--- src/rtl/fcs_cfg.svh ---
/*
  Constants for the flash command sequencer: unlock addresses, command
  codes, status bit positions and bus cycle timing.
  Assumes a 20 MHz REF_CLK and a flash with 21 address and 16 data lines.
*/
`ifndef FCS_CFG_SVH
`define FCS_CFG_SVH

`define FCS_CLK_NS 50
`define FCS_T_SETUP_NS 50
`define FCS_T_PULSE_NS 100
`define FCS_T_HOLD_NS 50
`define FCS_SETUP_CYC ((`FCS_T_SETUP_NS + `FCS_CLK_NS - 1) / `FCS_CLK_NS)
`define FCS_PULSE_CYC ((`FCS_T_PULSE_NS + `FCS_CLK_NS - 1) / `FCS_CLK_NS)
`define FCS_HOLD_CYC ((`FCS_T_HOLD_NS + `FCS_CLK_NS - 1) / `FCS_CLK_NS)

`define FCS_A_U1_WORD 21'h000555
`define FCS_A_U2_WORD 21'h0002AA
`define FCS_A_U1_BYTE 21'h000AAA
`define FCS_A_U2_BYTE 21'h000555
`define FCS_A_CFI_WORD 21'h000055
`define FCS_A_CFI_BYTE 21'h0000AA
`define FCS_A_ANY 21'h000000

`define FCS_D_UNLOCK1 16'h00AA
`define FCS_D_UNLOCK2 16'h0055
`define FCS_D_PROGRAM 16'h00A0
`define FCS_D_BYPASS 16'h0020
`define FCS_D_AUTOSEL 16'h0090
`define FCS_D_BYP_EXIT2 16'h0000
`define FCS_D_ERASE_SETUP 16'h0080
`define FCS_D_CHIP_ERASE 16'h0010
`define FCS_D_SECT_ERASE 16'h0030
`define FCS_D_SUSPEND 16'h00B0
`define FCS_D_RESUME 16'h0030
`define FCS_D_CFI 16'h0098
`define FCS_D_RESET 16'h00F0

`define FCS_BIT_ERROR 5
`define FCS_BIT_TOGGLE 6

`endif

--- src/rtl/fcs_pkg.sv ---
/*
  Types shared by the flash command sequencer and its bus cycle engine.
  Assumes fcs_cfg.svh for all numeric constants.
*/
`default_nettype none

package fcs_pkg;

  typedef enum logic [3:0] {
    OP_READ, OP_ID_READ, OP_RESET, OP_PROGRAM, OP_BYP_ENTER, OP_BYP_PROG,
    OP_BYP_EXIT, OP_CHIP_ERASE, OP_SECT_ERASE, OP_SUSPEND, OP_RESUME,
    OP_AUTOSEL, OP_CFI
  } fcs_op_t;

  typedef enum logic [1:0] {
    MODE_ARRAY, MODE_AUTOSEL, MODE_CFI, MODE_BYPASS
  } fcs_mode_t;

  typedef struct packed {
    fcs_op_t op;
    logic [20:0] addr;
    logic [15:0] data;
  } fcs_req_t;

  typedef struct packed {
    logic wr;
    logic [20:0] addr;
    logic [15:0] data;
  } fcs_cyc_t;

  typedef struct packed {
    logic last;
    fcs_cyc_t cyc;
  } fcs_step_t;

endpackage : fcs_pkg

`default_nettype wire

--- src/rtl/fcs_bus_cycle.sv ---
/*
  Runs one read or write cycle on the flash pins: setup, strobe, hold.
  Assumes start is only raised while the engine is idle.
*/
`timescale 1ns/1ps
`default_nettype none
`include "fcs_cfg.svh"

module fcs_bus_cycle #(
  parameter int SETUP_CYC = `FCS_SETUP_CYC,
  parameter int PULSE_CYC = `FCS_PULSE_CYC,
  parameter int HOLD_CYC = `FCS_HOLD_CYC
) (
  input wire logic clk,
  input wire logic rst,
  input wire logic start,
  input wire fcs_pkg::fcs_cyc_t cyc,
  output logic done,
  output logic [15:0] rdata,
  output logic [20:0] fl_addr,
  input wire logic [15:0] fl_rd_data,
  output logic [15:0] fl_wr_data,
  output logic fl_dq_oe,
  output logic fl_ce_n,
  output logic fl_we_n,
  output logic fl_oe_n
);
  import fcs_pkg::*;

  if (SETUP_CYC < 1 || SETUP_CYC > 256 || PULSE_CYC < 1 ||
      PULSE_CYC > 256 || HOLD_CYC < 1 || HOLD_CYC > 256) begin : g_chk
    $error("fcs_bus_cycle: phase counts must lie in 1..256");
  end

  typedef enum logic [1:0] {B_IDLE, B_SETUP, B_PULSE, B_HOLD} fcs_bstate_t;

  fcs_bstate_t state_ff, nxt_state;
  logic [7:0] cnt_ff, nxt_cnt;
  logic wr_ff, nxt_wr;
  logic done_ff, nxt_done;
  logic [15:0] rdata_ff, nxt_rdata;
  logic [20:0] addr_ff, nxt_addr;
  logic [15:0] dq_ff, nxt_dq;
  logic dq_oe_ff, nxt_dq_oe;
  logic ce_n_ff, nxt_ce_n;
  logic we_n_ff, nxt_we_n;
  logic oe_n_ff, nxt_oe_n;

  always_comb begin
    nxt_state = state_ff;
    nxt_cnt = cnt_ff;
    nxt_wr = wr_ff;
    nxt_done = 1'b0;
    nxt_rdata = rdata_ff;
    nxt_addr = addr_ff;
    nxt_dq = dq_ff;
    nxt_dq_oe = dq_oe_ff;
    nxt_ce_n = ce_n_ff;
    nxt_we_n = we_n_ff;
    nxt_oe_n = oe_n_ff;
    case (state_ff)
      B_IDLE: begin
        if (start) begin
          // Address is settled in the same cycle chip enable falls, before the write or read strobe falls.
          nxt_addr = cyc.addr;
          nxt_dq = cyc.data;
          nxt_dq_oe = cyc.wr;
          nxt_wr = cyc.wr;
          nxt_ce_n = 1'b0;
          nxt_cnt = 8'(SETUP_CYC - 1);
          nxt_state = B_SETUP;
        end
      end
      B_SETUP: begin
        if (cnt_ff == 8'h00) begin
          // Output enable stays high for writes so none reads as a read.
          nxt_we_n = ~wr_ff;
          nxt_oe_n = wr_ff;
          nxt_cnt = 8'(PULSE_CYC - 1);
          nxt_state = B_PULSE;
        end else begin
          nxt_cnt = cnt_ff - 8'h01;
        end
      end
      B_PULSE: begin
        if (cnt_ff == 8'h00) begin
          if (!wr_ff) begin
            nxt_rdata = fl_rd_data;
          end
          nxt_we_n = 1'b1;
          nxt_oe_n = 1'b1;
          nxt_cnt = 8'(HOLD_CYC - 1);
          nxt_state = B_HOLD;
        end else begin
          nxt_cnt = cnt_ff - 8'h01;
        end
      end
      B_HOLD: begin
        // Data stays driven past the write strobe's rising edge.
        if (cnt_ff == 8'h00) begin
          nxt_ce_n = 1'b1;
          nxt_dq_oe = 1'b0;
          nxt_done = 1'b1;
          nxt_state = B_IDLE;
        end else begin
          nxt_cnt = cnt_ff - 8'h01;
        end
      end
      default: nxt_state = B_IDLE;
    endcase
  end

  always_ff @(posedge clk) begin
    if (rst) begin
      state_ff <= B_IDLE;
      cnt_ff <= 8'h00;
      wr_ff <= 1'b0;
      done_ff <= 1'b0;
      rdata_ff <= 16'h0000;
      addr_ff <= 21'h000000;
      dq_ff <= 16'h0000;
      dq_oe_ff <= 1'b0;
      ce_n_ff <= 1'b1;
      we_n_ff <= 1'b1;
      oe_n_ff <= 1'b1;
    end else begin
      state_ff <= nxt_state;
      cnt_ff <= nxt_cnt;
      wr_ff <= nxt_wr;
      done_ff <= nxt_done;
      rdata_ff <= nxt_rdata;
      addr_ff <= nxt_addr;
      dq_ff <= nxt_dq;
      dq_oe_ff <= nxt_dq_oe;
      ce_n_ff <= nxt_ce_n;
      we_n_ff <= nxt_we_n;
      oe_n_ff <= nxt_oe_n;
    end
  end

  assign done = done_ff;
  assign rdata = rdata_ff;
  assign fl_addr = addr_ff;
  assign fl_wr_data = dq_ff;
  assign fl_dq_oe = dq_oe_ff;
  assign fl_ce_n = ce_n_ff;
  assign fl_we_n = we_n_ff;
  assign fl_oe_n = oe_n_ff;

endmodule : fcs_bus_cycle

`default_nettype wire

--- src/rtl/fcs_sequencer.sv ---
/*
  Host-side flash command sequencer: turns one user request into the
  unlock/command write cycles and reads that a parallel NOR flash expects.
  Assumes the flash pins are synchronous to REF_CLK and that the bench
  resolves the data bus from FL_DQ_OE.
*/
`timescale 1ns/1ps
`default_nettype none
`include "fcs_cfg.svh"

module fcs_sequencer (
  input wire logic REF_CLK,
  input wire logic SYS_RST,
  input wire logic REQ_VALID,
  output logic REQ_READY,
  input wire fcs_pkg::fcs_req_t REQ,
  input wire logic BYTE_MODE,
  output logic RSP_VALID,
  output logic [15:0] RSP_DATA,
  output logic ERR_FLAG,
  output logic [1:0] MODE,
  output logic BUSY,
  output logic [20:0] FL_ADDR,
  input wire logic [15:0] FL_RD_DATA,
  output logic [15:0] FL_WR_DATA,
  output logic FL_DQ_OE,
  output logic FL_CE_N,
  output logic FL_WE_N,
  output logic FL_OE_N
);
  import fcs_pkg::*;

  typedef enum logic [1:0] {M_IDLE, M_ISSUE, M_WAIT} fcs_mstate_t;

  fcs_mstate_t state_ff, nxt_state;
  fcs_req_t req_ff, nxt_req;
  logic [2:0] step_ff, nxt_step;
  logic bm_ff, nxt_bm;
  logic pre_ff, nxt_pre;
  fcs_mode_t mode_ff, nxt_mode;
  logic busy_ff, nxt_busy;
  logic tog_ff, nxt_tog, tog_v_ff, nxt_tog_v;
  logic err_ff, nxt_err;
  logic rsp_v_ff, nxt_rsp_v;
  logic [15:0] rsp_d_ff, nxt_rsp_d;
  fcs_step_t entry;
  logic cyc_start, cyc_done, err_hit;
  logic [15:0] cyc_rdata;

  // Builds the bus cycle for one step of the latched operation.
  function automatic fcs_step_t seq_entry(fcs_op_t op, logic [2:0] st,
                                          logic bm, logic pre,
                                          fcs_req_t r);
    fcs_step_t s;
    logic [20:0] u1;
    logic [20:0] u2;
    logic [15:0] cmd3;
    u1 = bm ? `FCS_A_U1_BYTE : `FCS_A_U1_WORD;
    u2 = bm ? `FCS_A_U2_BYTE : `FCS_A_U2_WORD;
    cmd3 = (op == OP_PROGRAM) ? `FCS_D_PROGRAM :
           (op == OP_BYP_ENTER) ? `FCS_D_BYPASS :
           (op == OP_AUTOSEL) ? `FCS_D_AUTOSEL : `FCS_D_ERASE_SETUP;
    s = '{last: 1'b1, cyc: '{wr: 1'b1, addr: `FCS_A_ANY,
                             data: `FCS_D_RESET}};
    case (op)
      OP_READ: begin
        // Leaving autoselect or query needs a reset write first.
        s.last = pre && (st == 3'h0) ? 1'b0 : 1'b1;
        if (!(pre && st == 3'h0)) begin
          s.cyc = '{wr: 1'b0, addr: r.addr, data: 16'h0000};
        end
      end
      OP_ID_READ: s.cyc = '{wr: 1'b0, addr: r.addr, data: 16'h0000};
      OP_PROGRAM, OP_BYP_ENTER, OP_AUTOSEL, OP_CHIP_ERASE,
      OP_SECT_ERASE: begin
        s.last = 1'b0;
        case (st)
          3'h0: s.cyc = '{wr: 1'b1, addr: u1, data: `FCS_D_UNLOCK1};
          3'h1: s.cyc = '{wr: 1'b1, addr: u2, data: `FCS_D_UNLOCK2};
          3'h2: begin
            s.cyc = '{wr: 1'b1, addr: u1, data: cmd3};
            s.last = (op == OP_BYP_ENTER) || (op == OP_AUTOSEL);
          end
          3'h3: begin
            if (op == OP_PROGRAM) begin
              s.cyc = '{wr: 1'b1, addr: r.addr, data: r.data};
              s.last = 1'b1;
            end else begin
              s.cyc = '{wr: 1'b1, addr: u1, data: `FCS_D_UNLOCK1};
            end
          end
          3'h4: s.cyc = '{wr: 1'b1, addr: u2, data: `FCS_D_UNLOCK2};
          default: begin
            s.last = 1'b1;
            if (op == OP_CHIP_ERASE) begin
              s.cyc = '{wr: 1'b1, addr: u1, data: `FCS_D_CHIP_ERASE};
            end else begin
              s.cyc = '{wr: 1'b1, addr: r.addr,
                        data: `FCS_D_SECT_ERASE};
            end
          end
        endcase
      end
      OP_BYP_PROG: begin
        s.last = (st != 3'h0);
        s.cyc = (st == 3'h0) ?
                '{wr: 1'b1, addr: `FCS_A_ANY, data: `FCS_D_PROGRAM} :
                '{wr: 1'b1, addr: r.addr, data: r.data};
      end
      OP_BYP_EXIT: begin
        s.last = (st != 3'h0);
        s.cyc.data = (st == 3'h0) ? `FCS_D_AUTOSEL : `FCS_D_BYP_EXIT2;
      end
      OP_SUSPEND: s.cyc.data = `FCS_D_SUSPEND;
      OP_RESUME: s.cyc.data = `FCS_D_RESUME;
      OP_CFI: s.cyc = '{wr: 1'b1,
                        addr: bm ? `FCS_A_CFI_BYTE : `FCS_A_CFI_WORD,
                        data: `FCS_D_CFI};
      default: s.cyc.data = `FCS_D_RESET;
    endcase
    return s;
  endfunction : seq_entry

  always_comb begin
    entry = seq_entry(req_ff.op, step_ff, bm_ff, pre_ff, req_ff);
  end

  assign cyc_start = (state_ff == M_ISSUE);
  // A status poll showing the error bit while an algorithm runs.
  assign err_hit = (state_ff == M_WAIT) && cyc_done && entry.last &&
                   !entry.cyc.wr && busy_ff && cyc_rdata[`FCS_BIT_ERROR];

  always_comb begin
    nxt_state = state_ff;
    nxt_req = req_ff;
    nxt_step = step_ff;
    nxt_bm = bm_ff;
    nxt_pre = pre_ff;
    nxt_mode = mode_ff;
    nxt_busy = busy_ff;
    nxt_tog = tog_ff;
    nxt_tog_v = tog_v_ff;
    nxt_err = err_ff;
    nxt_rsp_v = 1'b0;
    nxt_rsp_d = rsp_d_ff;
    case (state_ff)
      M_IDLE: begin
        if (REQ_VALID) begin
          nxt_req = REQ;
          nxt_bm = BYTE_MODE;
          nxt_pre = (mode_ff == MODE_AUTOSEL) || (mode_ff == MODE_CFI);
          nxt_step = 3'h0;
          nxt_err = 1'b0;
          nxt_state = M_ISSUE;
        end
      end
      M_ISSUE: nxt_state = M_WAIT;
      M_WAIT: begin
        if (cyc_done && !entry.last) begin
          nxt_step = step_ff + 3'h1;
          nxt_state = M_ISSUE;
        end else if (cyc_done) begin
          nxt_state = M_IDLE;
          nxt_rsp_v = 1'b1;
          nxt_rsp_d = entry.cyc.wr ? 16'h0000 : cyc_rdata;
          nxt_tog_v = !entry.cyc.wr;
          if (!entry.cyc.wr) begin
            nxt_tog = cyc_rdata[`FCS_BIT_TOGGLE];
            // Two polls after the start must agree; an older bit is stale.
            if (busy_ff && tog_v_ff &&
                tog_ff == cyc_rdata[`FCS_BIT_TOGGLE]) begin
              nxt_busy = 1'b0;
            end
          end
          case (req_ff.op)
            OP_READ, OP_RESET, OP_BYP_EXIT: nxt_mode = MODE_ARRAY;
            OP_AUTOSEL: nxt_mode = MODE_AUTOSEL;
            OP_CFI: nxt_mode = MODE_CFI;
            OP_BYP_ENTER: nxt_mode = MODE_BYPASS;
            OP_PROGRAM, OP_BYP_PROG, OP_CHIP_ERASE, OP_SECT_ERASE,
            OP_RESUME: nxt_busy = 1'b1;
            OP_SUSPEND: nxt_busy = 1'b0;
            default: nxt_mode = mode_ff;
          endcase
          if (req_ff.op == OP_RESET) begin
            nxt_busy = 1'b0;
          end
          if (err_hit) begin
            // A reset write is chained straight after the failing poll.
            nxt_err = 1'b1;
            nxt_req.op = OP_RESET;
            nxt_step = 3'h0;
            nxt_rsp_v = 1'b0;
            nxt_state = M_ISSUE;
          end
        end
      end
      default: nxt_state = M_IDLE;
    endcase
  end

  always_ff @(posedge REF_CLK) begin
    if (SYS_RST) begin
      state_ff <= M_IDLE;
      req_ff <= '{op: OP_READ, addr: 21'h000000, data: 16'h0000};
      step_ff <= 3'h0;
      bm_ff <= 1'b0;
      pre_ff <= 1'b0;
      mode_ff <= MODE_ARRAY;
      busy_ff <= 1'b0;
      tog_ff <= 1'b0;
      tog_v_ff <= 1'b0;
      err_ff <= 1'b0;
      rsp_v_ff <= 1'b0;
      rsp_d_ff <= 16'h0000;
    end else begin
      state_ff <= nxt_state;
      req_ff <= nxt_req;
      step_ff <= nxt_step;
      bm_ff <= nxt_bm;
      pre_ff <= nxt_pre;
      mode_ff <= nxt_mode;
      busy_ff <= nxt_busy;
      tog_ff <= nxt_tog;
      tog_v_ff <= nxt_tog_v;
      err_ff <= nxt_err;
      rsp_v_ff <= nxt_rsp_v;
      rsp_d_ff <= nxt_rsp_d;
    end
  end

  fcs_bus_cycle u_cycle (
    .clk(REF_CLK),
    .rst(SYS_RST),
    .start(cyc_start),
    .cyc(entry.cyc),
    .done(cyc_done),
    .rdata(cyc_rdata),
    .fl_addr(FL_ADDR),
    .fl_rd_data(FL_RD_DATA),
    .fl_wr_data(FL_WR_DATA),
    .fl_dq_oe(FL_DQ_OE),
    .fl_ce_n(FL_CE_N),
    .fl_we_n(FL_WE_N),
    .fl_oe_n(FL_OE_N)
  );

  assign REQ_READY = (state_ff == M_IDLE);
  assign RSP_VALID = rsp_v_ff;
  assign RSP_DATA = rsp_d_ff;
  assign ERR_FLAG = err_ff;
  assign MODE = mode_ff;
  assign BUSY = busy_ff;
endmodule : fcs_sequencer

`default_nettype wire

--- config.mk ---
export PLATFORM = sky130hd
export DESIGN_NAME = fcs_sequencer
export DESIGN_NICKNAME = d
export VERILOG_FILES = /design/src/rtl/fcs_pkg.sv /design/src/rtl/fcs_bus_cycle.sv /design/src/rtl/fcs_sequencer.sv
export VERILOG_INCLUDE_DIRS = /design/src /design/src/rtl
export SDC_FILE = /design/constraint.sdc
export NUM_CORES = 1
export LEC_CHECK = 0
export BUFFER_PORTS_ARGS = -buffer_cell sky130_fd_sc_hd__buf_2
export CAP_MARGIN = 20
export CORE_UTILIZATION = 60
export CTS_BUF_LIST = sky130_fd_sc_hd__clkbuf_4 sky130_fd_sc_hd__clkbuf_8 sky130_fd_sc_hd__clkbuf_16
export CTS_CLUSTER_SIZE = 14
export DETAILED_ROUTE_END_ITERATION = 8
export PLACE_DENSITY = 0.85
export SYNTH_ARGS = -nofsm -noshare
export SYNTH_HDL_FRONTEND = slang
export SYNTH_SLANG_ARGS = --single-unit
--- constraint.sdc ---
create_clock -name REF_CLK -period 4.4 [get_ports REF_CLK]
set_input_delay 0 -clock REF_CLK [delete_from_list [all_inputs] [get_ports REF_CLK]]
set_output_delay 0 -clock REF_CLK [all_outputs]
set_load 0.01 [all_outputs]
## After elaboration in Yosys (flattened, before gate mapping)

Cells that the tools add are included.

| cells by class | value |
|---|---|
| reductions and logical operators | 46 |
| equality and inequality tests | 36 |
| bitwise logic cells | 6 |
| multiplexer cells | 66 |
| add/sub/neg operators | 2 |

Operator list:

| cell | count |
|---|---|
| $pmux 38 s4 | 1 |
| $pmux 16 s8 | 1 |
| $mux 37 | 3 |
| $pmux 22 s5 | 1 |
| $mux 8 | 8 |
| $mux 41 | 1 |
| $mux 38 | 1 |
| $pmux 8 s4 | 1 |
| $eq 4x4->1 const B | 5 |
| $mux 1 | 18 |
| $eq 4x3->1 const B | 4 |
| $mux 16 | 1 |
| $pmux 2 s4 | 2 |
| $reduce_and 4->1 | 4 |
| $mux 2 | 7 |
| $mux 12 | 1 |
| $mux 3 | 4 |
| $mux 4 | 3 |
| $pmux 1 s2 | 6 |
| $reduce_and 3->1 | 4 |
| $mux 11 | 1 |
| $ne 2x2->1 const B | 5 |
| $reduce_and 5->1 | 2 |
| $reduce_or 5->1 | 2 |
| 34 further kinds | 70 |

| storage, ports and cells | value |
|---|---|
| logic and storage cells | 181 |
| output and inout port bits | 63 |
| flip-flop bits (word level) | 140 |

## Logic depth before layout (Yosys ltp)

Gate-level depths: netlist of the first run.

| logic depth | value |
|---|---|
| depth after elaboration | 14 |
| mapped depth | 10 |

## Hierarchy

Synthesis of the first run repeated with hierarchy kept, for this count alone.

| unflattened totals | value |
|---|---|
| cell total of the unflattened synthesis | 826 |
| area, all modules | 6720.2 sq um |

Modules (own cells, without submodules):

| module | area an instance (sq um) | cells each | instances |
|---|---|---|---|
| fcs_sequencer | 3986.3 | 507 | 1 |
| fcs_bus_cycle | 2733.9 | 319 | 1 |

## Worst setup path after synthesis of the first run

Ideal clock, no wire load.

| timing | value |
|---|---|
| path kind | flip-flop to flip-flop |
| start point | register step_ff[2] |
| end point | register u_cycle.addr_ff[1] (netlist: u_cycle.fl_addr[1]) |
| stages on the path, launching flop included | 10 |
| path slack | 2.145 ns |
| setup time | 0.122 ns |
| arrival | 2.133 ns |
| period minus slack after synthesis | 2.255 ns |
| path through | dfxtp_1 -> buf_4 -> buf_2 -> inv_1 -> ha_1 -> clkbuf_1 -> o21ai_0 -> a222oi_1 -> a221oi_1 -> a221o_1 |

| between the ends | value |
|---|---|
| longest elaborated chain between the ends | 4 |
| elaborated cells between the ends (all ways) | 11 |
| those cells by class | eq/ne (4); mux (4); reduce/logical (3) |

RTL lines:

| what | line | text |
|---|---|---|
| start, declared | fcs_sequencer.sv:37 | `logic [2:0] step_ff, nxt_step;` |
| start signal, assigned | fcs_sequencer.sv:219 | `step_ff <= nxt_step;` |
| $eq 3x3->1, or another cell as far along | fcs_sequencer.sv:77 | `case (st)` |
| $reduce_or 2->1 (no source line) / $logic_and 1x1->1 (equally long branches) | - |  |
| $pmux 38 s4 / $mux 38 (equally long branches) | fcs_sequencer.sv:77, fcs_sequencer.sv:69 |  |
| $pmux 22 s5 * | fcs_sequencer.sv:65 | `case (op)` |
| end signal, assigned | fcs_bus_cycle.sv:132 | `addr_ff <= nxt_addr;` |
| end, declared | fcs_bus_cycle.sv:42 | `logic [20:0] addr_ff, nxt_addr;` |

Mark *: on every way between the ends. The rest lies on a longest branch, timed or not.
A chain may end at the register's enable or synchronous reset.

## Worst setup path in the final report of the first run

| timing | value |
|---|---|
| start point | register u_cycle.state_ff[0] |
| end point | register u_cycle.addr_ff[1] (netlist: u_cycle.fl_addr[1]) |

| between the ends | value |
|---|---|
| longest elaborated chain between the ends | 2 |

RTL lines:

| what | line | text |
|---|---|---|
| start, declared | fcs_bus_cycle.sv:37 | `fcs_bstate_t state_ff, nxt_state;` |
| start signal, assigned | fcs_bus_cycle.sv:127 | `state_ff <= nxt_state;` |
| $logic_not 2->1 | fcs_bus_cycle.sv:61 | `case (state_ff)` |
| $reduce_and 2->1 (no source line) | - |  |

No other way between the ends.

==> results.yml, run 1 <==
outcome:
  status: "finished, final reports clean"
synth:
  yosys.area.top_type_share: 0.413
  syn-cell-area_um2: 6780
  synth_common_cells: "140 x dfxtp_1, 116 x nand2_1, 74 x a21oi_1"
  synth_ff_type: "dfxtp_1"
  syn_nets: 877
  synth_most_common_cell: "dfxtp_1"
  async_flop_share: 0
  synth_edf_count: 0
  yosysSeqAreaShare: 0.413
  postSynthAreaPerCell_um2: 8.43
  yosys.area.top_type: "dfxtp_1"
  synth_area_leaders: "dfxtp_1 41%, nand2_1 6.4%, a21oi_1 5.5%"
  ys_warn_count: 0
  syn_inst: 805
  ys_types: 80
  ys_seq_elements: 140
drt:
  firstDrtPassIters: 6
  post_drt_wl_per_cell_um: 17.9
  ant_nets: 0
  drcViolationCount: 0
  m1WireLength_um: 8000
  wl_met3_um: 1490
  wl_um: 19900
  viasPerCell: 6.24
  top_layer: "met4"
  vias: 6937
  drt_iter0_drc: 616
  met2WireLength_um: 9880
setup_path:
  regToRegStartpoint: "u_cycle.state_ff[0]"
  required_ns: 4.77
  cp_max_fo: 16
  worstSetupPathType: "reg2reg"
  cp.buffers_inverters: 1
  crit_family: "compound AO/OA/AOI/OAI gates"
  worst_setup_path_end_kind: "register"
  worstPathArrival_ns: 3.33
  crit_path_start: "u_cycle.state_ff[0]"
  cpPeakStageDelay_ns: 0.81
  crit_path_top_delay_cell: "a2111oi_4"
  path_cells: "inv_1 > ha_1 > nand3b_1 > a2111oi_4 > nand2b_1 > a221oi_1 > a221o_1"
  worstSetupStartpointType: "register"
clock_tree:
  clk_pin_slew_ns: 0.06
  cts_setup_buffers: 0
  clock_latency_ns: 0.43
  hold_buffers: 66
  h-tree-depth: 4
  cts_max_path_buffers: 2
  tritoncts: "built"
  clock_sinks: 140
  cts_buffers: 17
  post_cts_resized: 0
  cts_root_buffer: "clkbuf_16"
sta:
  fin_crit_sh: 0.673
  fin_skew_ns: 0.00874
  setup_tns_ns: 0
  period_needed_ns: 2.96
  fin_ws_ns: 1.44
  worst-slew-pin-transition_ns: 0.975
  setup_violations: 0
  finalMaxSlewViolations: 0
  max_freq_mhz: 338
  finalHoldViolCount: 0
  rsz0062_at_grt: "no"
  slew_headroom: 0.348
pwr:
  power.share.clock: 0.407
  vdd_drop_max_v: 0.000361
  switching_share: 0.299
  leakage_nw: 3.58
  power_density_nw_per_um2: 437
  pwr-share-comb: 0.208
  p_int_mw: 2.64
  power.total_mw: 3.77
  seqPwrFrac: 0.386
  p_sw_mw: 1.13
floorplanning:
  die_w_um: 108
  dieArea_um2: 11700
  start_util: 0.620
  core-area_um2: 10900
  io_pins: 124
  die_h_um: 108
  std_cell_rows: 38
cells_and_area:
  area_growth_pct: 27.3
  drive_gt1_frac: 0.197
  stdcell_area_um2: 8630
  nets: 1030
  n_antenna_cell: 0
global_route:
  first_global_vias: 6580
  grt_start_max_net_pins: 71
  grt_use_total: 0.339
  antenna_found_initial: 0
  grt_pass1_wl_um: 31100
  grt_overflow: 0
placement:
  placed_area_um2: 7320
  port_buffers: 123
  pre_cts_slack_ns: 1.50
  place_congestion: 0.934
  hpwl_um: 12100
min_path:
  hold_path_class: "in2reg"
  min-delay-start: "SYS_RST"
flow_run:
  max_cap_viol_count: 0
[layout by cell type, fill, tap and decap left out, types with 18 or more instances in the layout]
cell type / n
buf_2: 122
inv_1: 40
a21oi_1: 74
nand2_1: 116
o21ai_0: 26
nor2_1: 70
dfxtp_1: 140
dlygate4sd3_1: 66
mux2i_1: 18
nand4_1: 19
[metal layers]
| metal | up-vias | track usage |
|---|---|---|
| met5 | - | 0 |
| met4 | 0 | 0.168 |
| met3 | 61 | 0.0820 |
| met2 | 356 | 0.575 |
| met1 | 3324 | 0.400 |
| li1 | 3196 | - |
[logic make-up (layout without fill, tap and decap cells)]
logic type | count (synthesis) | in the layout | share of synthesized area
multiplexers | 20 | 20 | 0.0299
adder cells (fa/ha/maj) | 11 | 11 | 0.0203
AND/OR/NAND/NOR | 287 | 287 | 0.203
buffers and inverters | 100 | 266 | 0.0640
flip-flops | 140 | 140 | 0.413
AO/OA/AOI/OAI | 239 | 239 | 0.260
XOR/XNOR | 8 | 8 | 0.0103
[power by group through the flow]
stage / logic [mW] / registers (mW) / clock network, mW
2_1_floorplan: 0.534 / 1.45 / 0
3_3_place_gp: 0.667 / 1.47 / 0
3_5_place_dp: 0.693 / 1.47 / 0
4_1_cts: 0.751 / 1.45 / 1.54
5_1_grt: 0.854 / 1.46 / 1.59
6_report: 0.783 / 1.45 / 1.53
[final timing paths]
check / to / slack (ns) / depth (start not counted)
worst max register to register: u_cycle.fl_addr[1] / 1.44 / 7
worst min register to register: req_ff[35] / 0.45 / 2
worst max-delay path: u_cycle.fl_addr[1] / 1.44 / 7
worst min-delay path: u_cycle.rdata[8] / 0.03 / 2
[area by class of cell]
class / count / area [um2]
Multi-Input combinational cell: 565 / 3550
Sequential cell: 140 / 2800
Fill cell: 730 / 2300
Timing Repair Buffer: 194 / 1320
Clock buffer: 19 / 447
Clock inverter: 13 / 189
Tap cell: 140 / 175
Inverter: 40 / 150
[flip-flops by register name (all words and copies together) (netlist names)]
signal              count
tog_v_ff                1
u_cycle.state_ff        2
u_cycle.fl_dq_oe        1
u_cycle.fl_wr_data     16
MODE                    2
u_cycle.fl_ce_n         1
u_cycle.fl_we_n         1
step_ff                 3
RSP_DATA               16
u_cycle.fl_addr        21
u_cycle.fl_oe_n         1
u_cycle.done            1
RSP_VALID               1
u_cycle.wr_ff           1
pre_ff                  1
state_ff                2
tog_ff                  1
u_cycle.rdata          16
u_cycle.cnt_ff          8
ERR_FLAG                1
req_ff                 41
bm_ff                   1
BUSY                    1
[stage by stage]
stage | std cells | util | hold WS, ns
4_1_cts | 1110 | 0.788 | 0.00169
3_5_place_dp | 1012 | 0.670 | 0.239
5_1_grt | 1111 | 0.790 | 0.0206
3_3_place_gp | 1011 | 0.669 | 0.228
6_report | 1111 | 0.790 | 0.0263
2_1_floorplan | 805 | - | 0.136
Note: power is estimated with default switching activity, not from simulation.
==> inputs of run 2 (changes only) <==
--- a/config.mk
+++ b/config.mk
@@ -8,11 +8,11 @@
 export LEC_CHECK = 0
 export BUFFER_PORTS_ARGS = -buffer_cell sky130_fd_sc_hd__buf_2
 export CAP_MARGIN = 20
-export CORE_UTILIZATION = 60
+export CORE_UTILIZATION = 51
 export CTS_BUF_LIST = sky130_fd_sc_hd__clkbuf_4 sky130_fd_sc_hd__clkbuf_8 sky130_fd_sc_hd__clkbuf_16
 export CTS_CLUSTER_SIZE = 14
 export DETAILED_ROUTE_END_ITERATION = 8
-export PLACE_DENSITY = 0.85
+export PLACE_DENSITY = 0.77
 export SYNTH_ARGS = -nofsm -noshare
 export SYNTH_HDL_FRONTEND = slang
 export SYNTH_SLANG_ARGS = --single-unit
==> constraint.sdc (replaced) <==
create_clock -name REF_CLK -period 2.6 [get_ports REF_CLK]
set_input_delay 0 -clock REF_CLK [delete_from_list [all_inputs] [get_ports REF_CLK]]
set_output_delay 0 -clock REF_CLK [all_outputs]
set_load 0.01 [all_outputs]
==> results.yml, run 2 (synthesis results as in run 1) <==
drt:
  post_drt_wl_per_cell_um: 16.4
  ant_nets: 0
  drt_iter0_drc: 637
  firstDrtPassIters: 5
  drcViolationCount: 0
  wl_um: 19400
  viasPerCell: 5.75
  vias: 6828
cells_and_area:
  largest_register: "req_ff"
  area_growth_pct: 32.6
  drive_gt1_frac: 0.224
  layout_common_cells: "140 x dfxtp_1, 122 x buf_2, 116 x nand2_1, 78 x dlygate4sd3_1, 74 x a21oi_1"
  layout.cells.most_common: "dfxtp_1"
  nets: 1074
  largest_register_ffs: 41
  n_antenna_cell: 0
clock_tree:
  h-tree-depth: 4
  tritoncts: "built"
  cts_setup_buffers: 0
  cts_max_path_buffers: 2
  clock_sinks: 140
  cts_buffers: 17
  clk_pin_slew_ns: 0.06
  cts_root_buffer: "clkbuf_16"
  clock_latency_ns: 0.44
setup_path:
  worst_setup_path_end_kind: "register"
  path_cells: "inv_1 > ha_1 > and3b_1 > a311oi_1 > and2_2 > o21ai_2 > buf_4 > o41ai_2"
  cpPeakStageDelay_ns: 0.44
  worstSetupStartpointType: "register"
  cp_max_fo: 17
  required_ns: 2.91
  worstPathArrival_ns: 2.75
  worstSetupPathType: "reg2reg"
  crit_path_top_delay_cell: "dfxtp_1"
sta:
  fin_crit_sh: 0.940
  finalMaxSlewViolations: 0
  finalHoldViolCount: 0
  max_freq_mhz: 409
  slew_headroom: 0.522
  rsz0062_at_grt: "no"
  fin_skew_ns: 0.00880
  worst-slew-pin-transition_ns: 0.718
  setup_tns_ns: 0
  period_needed_ns: 2.45
  setup_violations: 0
placement:
  port_buffers: 123
  place_congestion: 0.917
  hpwl_um: 12200
flow_run:
  max_cap_viol_count: 0
pwr:
  power.total_mw: 6.16
  power_density_nw_per_um2: 685
  leakage_nw: 3.81
  vdd_drop_max_v: 0.000587
floorplanning:
  start_util: 0.531
  core-area_um2: 12800
  die_w_um: 117
  std_cell_rows: 41
  dieArea_um2: 13800
  die_h_um: 117
  io_pins: 124
global_route:
  antenna_found_initial: 0
  grt_use_total: 0.289
  grt_start_max_net_pins: 51
  grt_overflow: 0
  first_global_vias: 6597
  grt_pass1_wl_um: 32100
outcome:
  status: "finished, final reports clean"
min_path:
  hold_path_class: "in2reg"
[run 2: cell count changes in the layout (fill, tap and decap cells not counted), sizes merged]
cell	delta
buf	+32
dlygate4sd3	+12
bufinv	-3
inv	+2
clkbuf	+1
[run 2: what timing repair did]
item | CTS | global route
hold buffers | 78 | 0
hold endpoints to repair | 60 | 0
endpoints found under the setup margin | 0 | 12
resized for setup | 0 | 7
[run 2: power breakdown]
group	switching (mW)	total (mW)	internal, mW
clock	0.957	2.32	1.37
combinational	0.802	1.40	0.600
sequential	0.131	2.43	2.30
[run 2: final timing paths]
path / cells after the start / endpoint / start / slack, ns
worst max-delay path: 8 / RSP_DATA[4] / step_ff[0] / 0.15
worst max register to register: 8 / RSP_DATA[4] / step_ff[0] / 0.15
worst min-delay path: 5 / req_ff[37] / REQ_VALID / 0.15
worst min register to register: 2 / req_ff[14] / req_ff[14] / 0.45
[run 2: final cells by class]
cell class              instances  area [um2]
fillers                       976        3780
multi-input cells             565        3580
flip-flops and latches        140        2800
repair buffers                238        1680
clock buffers                  20         454
well taps                     172         215
inverters                      40         150
clock inverters                12         113
[run 2: worst max-delay path, delay by kind of cell (launching register included)]
kind | cells | cell delay (ns)
AND/OR/NAND/NOR | 2 | 0.51
adder cells (fa/ha/maj) | 1 | 0.27
flip-flops | 1 | 0.44
AO/OA/AOI/OAI | 3 | 0.78
buffers and inverters | 2 | 0.33
[run 2: routing by layer]
| metal | GRT usage | vias up | routed length, um |
|---|---|---|---|
| li1 | - | 3289 | - |
| met2 | 0.486 | 272 | 9400 |
| met1 | 0.349 | 3222 | 8390 |
| met3 | 0.0730 | 45 | 1220 |
| met5 | 0 | - | 0 |
| met4 | 0.122 | 0 | 429 |
[run 2: per-stage QoR]
stage	util	setup WS [ns]	hold WS, ns	instance area (um2)	std cells
global placement	0.596	0.351	0.228	7610	1077
floorplan	-	0.345	0.136	6780	805
global route	0.704	0.0247	0.195	8990	1187
finish	0.704	0.155	0.145	8990	1187
detailed placement	0.596	0.193	0.236	7610	1077
CTS	0.701	0.0952	0.129	8960	1187
==> inputs of run 3 (changes only) <==
==> constraint.sdc (replaced) <==
create_clock -name REF_CLK -period 2.1 [get_ports REF_CLK]
set_input_delay 0 -clock REF_CLK [delete_from_list [all_inputs] [get_ports REF_CLK]]
set_output_delay 0 -clock REF_CLK [all_outputs]
set_load 0.01 [all_outputs]
==> results.yml, run 3 (synthesis results as in run 1) <==
drt:
  drcViolationCount: 0
  wl_um: 20500
  wl_met3_um: 1270
  post_drt_wl_per_cell_um: 16.9
  firstDrtPassIters: 5
  vias: 6976
  drt_iter0_drc: 616
  top_layer: "met4"
  m1WireLength_um: 8720
  ant_nets: 0
  met2WireLength_um: 10100
  viasPerCell: 5.73
pwr:
  leakage_nw: 4.02
  p_int_mw: 5.73
  power_density_nw_per_um2: 855
  pwr-share-comb: 0.227
  vdd_drop_max_v: 0.000783
  power.total_mw: 8.07
  switching_share: 0.290
  power.share.clock: 0.399
  seqPwrFrac: 0.375
  p_sw_mw: 2.34
clock_tree:
  cts_buffers: 17
  cts_root_buffer: "clkbuf_16"
  clock_sinks: 140
  cts_max_path_buffers: 2
  clk_pin_slew_ns: 0.06
  h-tree-depth: 4
  clock_latency_ns: 0.43
  tritoncts: "built"
placement:
  place_congestion: 0.912
  port_buffers: 123
  pre_cts_slack_ns: -0.229
  hpwl_um: 13000
global_route:
  grt_pass1_wl_um: 33300
  grt_start_max_net_pins: 81
  grt_overflow: 0
  first_global_vias: 6729
  antenna_found_initial: 0
  grt_use_total: 0.301
sta:
  slew_headroom: 0.687
  period_needed_ns: 2.03
  fin_ws_ns: 0.0743
  worst-slew-pin-transition_ns: 0.468
  finalMaxSlewViolations: 0
  setup_violations: 0
  max_freq_mhz: 494
  fin_crit_sh: 0.965
  rsz0062_at_grt: "yes"
  fin_skew_ns: 0.00599
  hold_slack_ns: 0.0192
  finalHoldViolCount: 0
floorplanning:
  start_util: 0.531
  std_cell_rows: 41
  die_h_um: 117
  die_w_um: 117
  dieArea_um2: 13800
  core-area_um2: 12800
  io_pins: 124
cells_and_area:
  layout_common_cells: "134 x dfxtp_1, 122 x buf_2, 114 x nand2_1, 75 x dlygate4sd3_1, 74 x a21oi_1"
  drive_gt1_frac: 0.271
  n_antenna_cell: 0
  largest_register: "req_ff"
  nFillCells: 928
  nets: 1106
  layout.cells.most_common: "dfxtp_1"
  largest_register_ffs: 41
  area_growth_pct: 39.1
setup_path:
  regToRegStartpoint: "step_ff[0]"
  r2r_end: "u_cycle.fl_addr[15]"
  worst_setup_path_end_kind: "register"
  cp_max_fo: 7
  required_ns: 2.47
  r2r_setup_slack_ns: 0.07
  worstPathArrival_ns: 2.40
  worstSetupPathType: "reg2reg"
  rr_worst_depth: 7
  worstSetupStartpointType: "register"
flow_run:
  max_cap_viol_count: 0
min_path:
  hold_path_class: "in2reg"
  whs_endpoint: "req_ff[32]"
  hold_depth: 2
  min-delay-start: "SYS_RST"
outcome:
  status: "finished, final reports clean"
-- run 3: per-stage QoR --
stage | cells | setup TNS [ns] | instance area, um2 | util
3_3_place_gp | 1109 | -0.704 | 7910 | 0.619
6_report | 1217 | 0 | 9440 | 0.739
4_1_cts | 1215 | 0 | 9340 | 0.731
3_5_place_dp | 1109 | -1.34 | 7910 | 0.619
2_1_floorplan | 805 | 0 | 6810 | -
5_1_grt | 1217 | -0.241 | 9440 | 0.739
-- run 3: critical path: stages, from the launching register on --
cell       delay (ns)
dfxtp_4          0.36
ha_2             0.20
ha_4             0.19
or2_4            0.28
a2bb2oi_1        0.15
a211o_1          0.36
a21oi_4          0.26
a22o_1           0.17
-- run 3: how the worst max path moves through the flow --
stage | slack, ns | to | cells after the start | startpoint
2_1_floorplan | 0.03 | u_cycle.fl_addr[1] | 10 | step_ff[2]
3_3_place_gp | -0.19 | step_ff[0] | 6 | req_ff[37]
3_5_place_dp | -0.23 | step_ff[0] | 5 | req_ff[40]
4_1_cts | 0.01 | u_cycle.fl_addr[15] | 9 | step_ff[0]
5_1_grt | -0.05 | RSP_DATA[4] | 8 | step_ff[0]
6_report | 0.07 | u_cycle.fl_addr[15] | 7 | step_ff[0]
-- run 3: layer usage --
metal | up-vias | global-route usage
li1 | 3358 | -
met1 | 3310 | 0.368
met2 | 272 | 0.517
met3 | 36 | 0.0627
met4 | 0 | 0.115
met5 | - | 0
-- run 3: cell type report --
cell class,count,area [um2],share of cell area
clock buffers,21,468,0.0496
clock inverters,9,161,0.0171
inverters,40,150,0.0159
multi-input cells,566,3680,0.390
flip-flops and latches,140,2820,0.299
well taps,172,215,0.0228
repair buffers,269,1940,0.206
-- run 3: what timing repair did --
action,in CTS,in global routing
hold buffers,75,0
pin swaps,3,8
buffers inserted,0,2
resized for setup,12,25
setup endpoints to repair,31,94
cloned,1,0
hold endpoints to repair,58,0
-- run 3: power by group through the flow --
| stage | registers (mW) | logic (mW) | clock network (mW) |
|---|---|---|---|
| after floorplan | 3.04 | 1.12 | 0 |
| after global placement | 3.06 | 1.60 | 0 |
| after detailed placement | 3.07 | 1.63 | 0 |
| after CTS | 3.01 | 1.78 | 3.23 |
| after global routing | 3.05 | 2.02 | 3.34 |
| final | 3.02 | 1.83 | 3.22 |
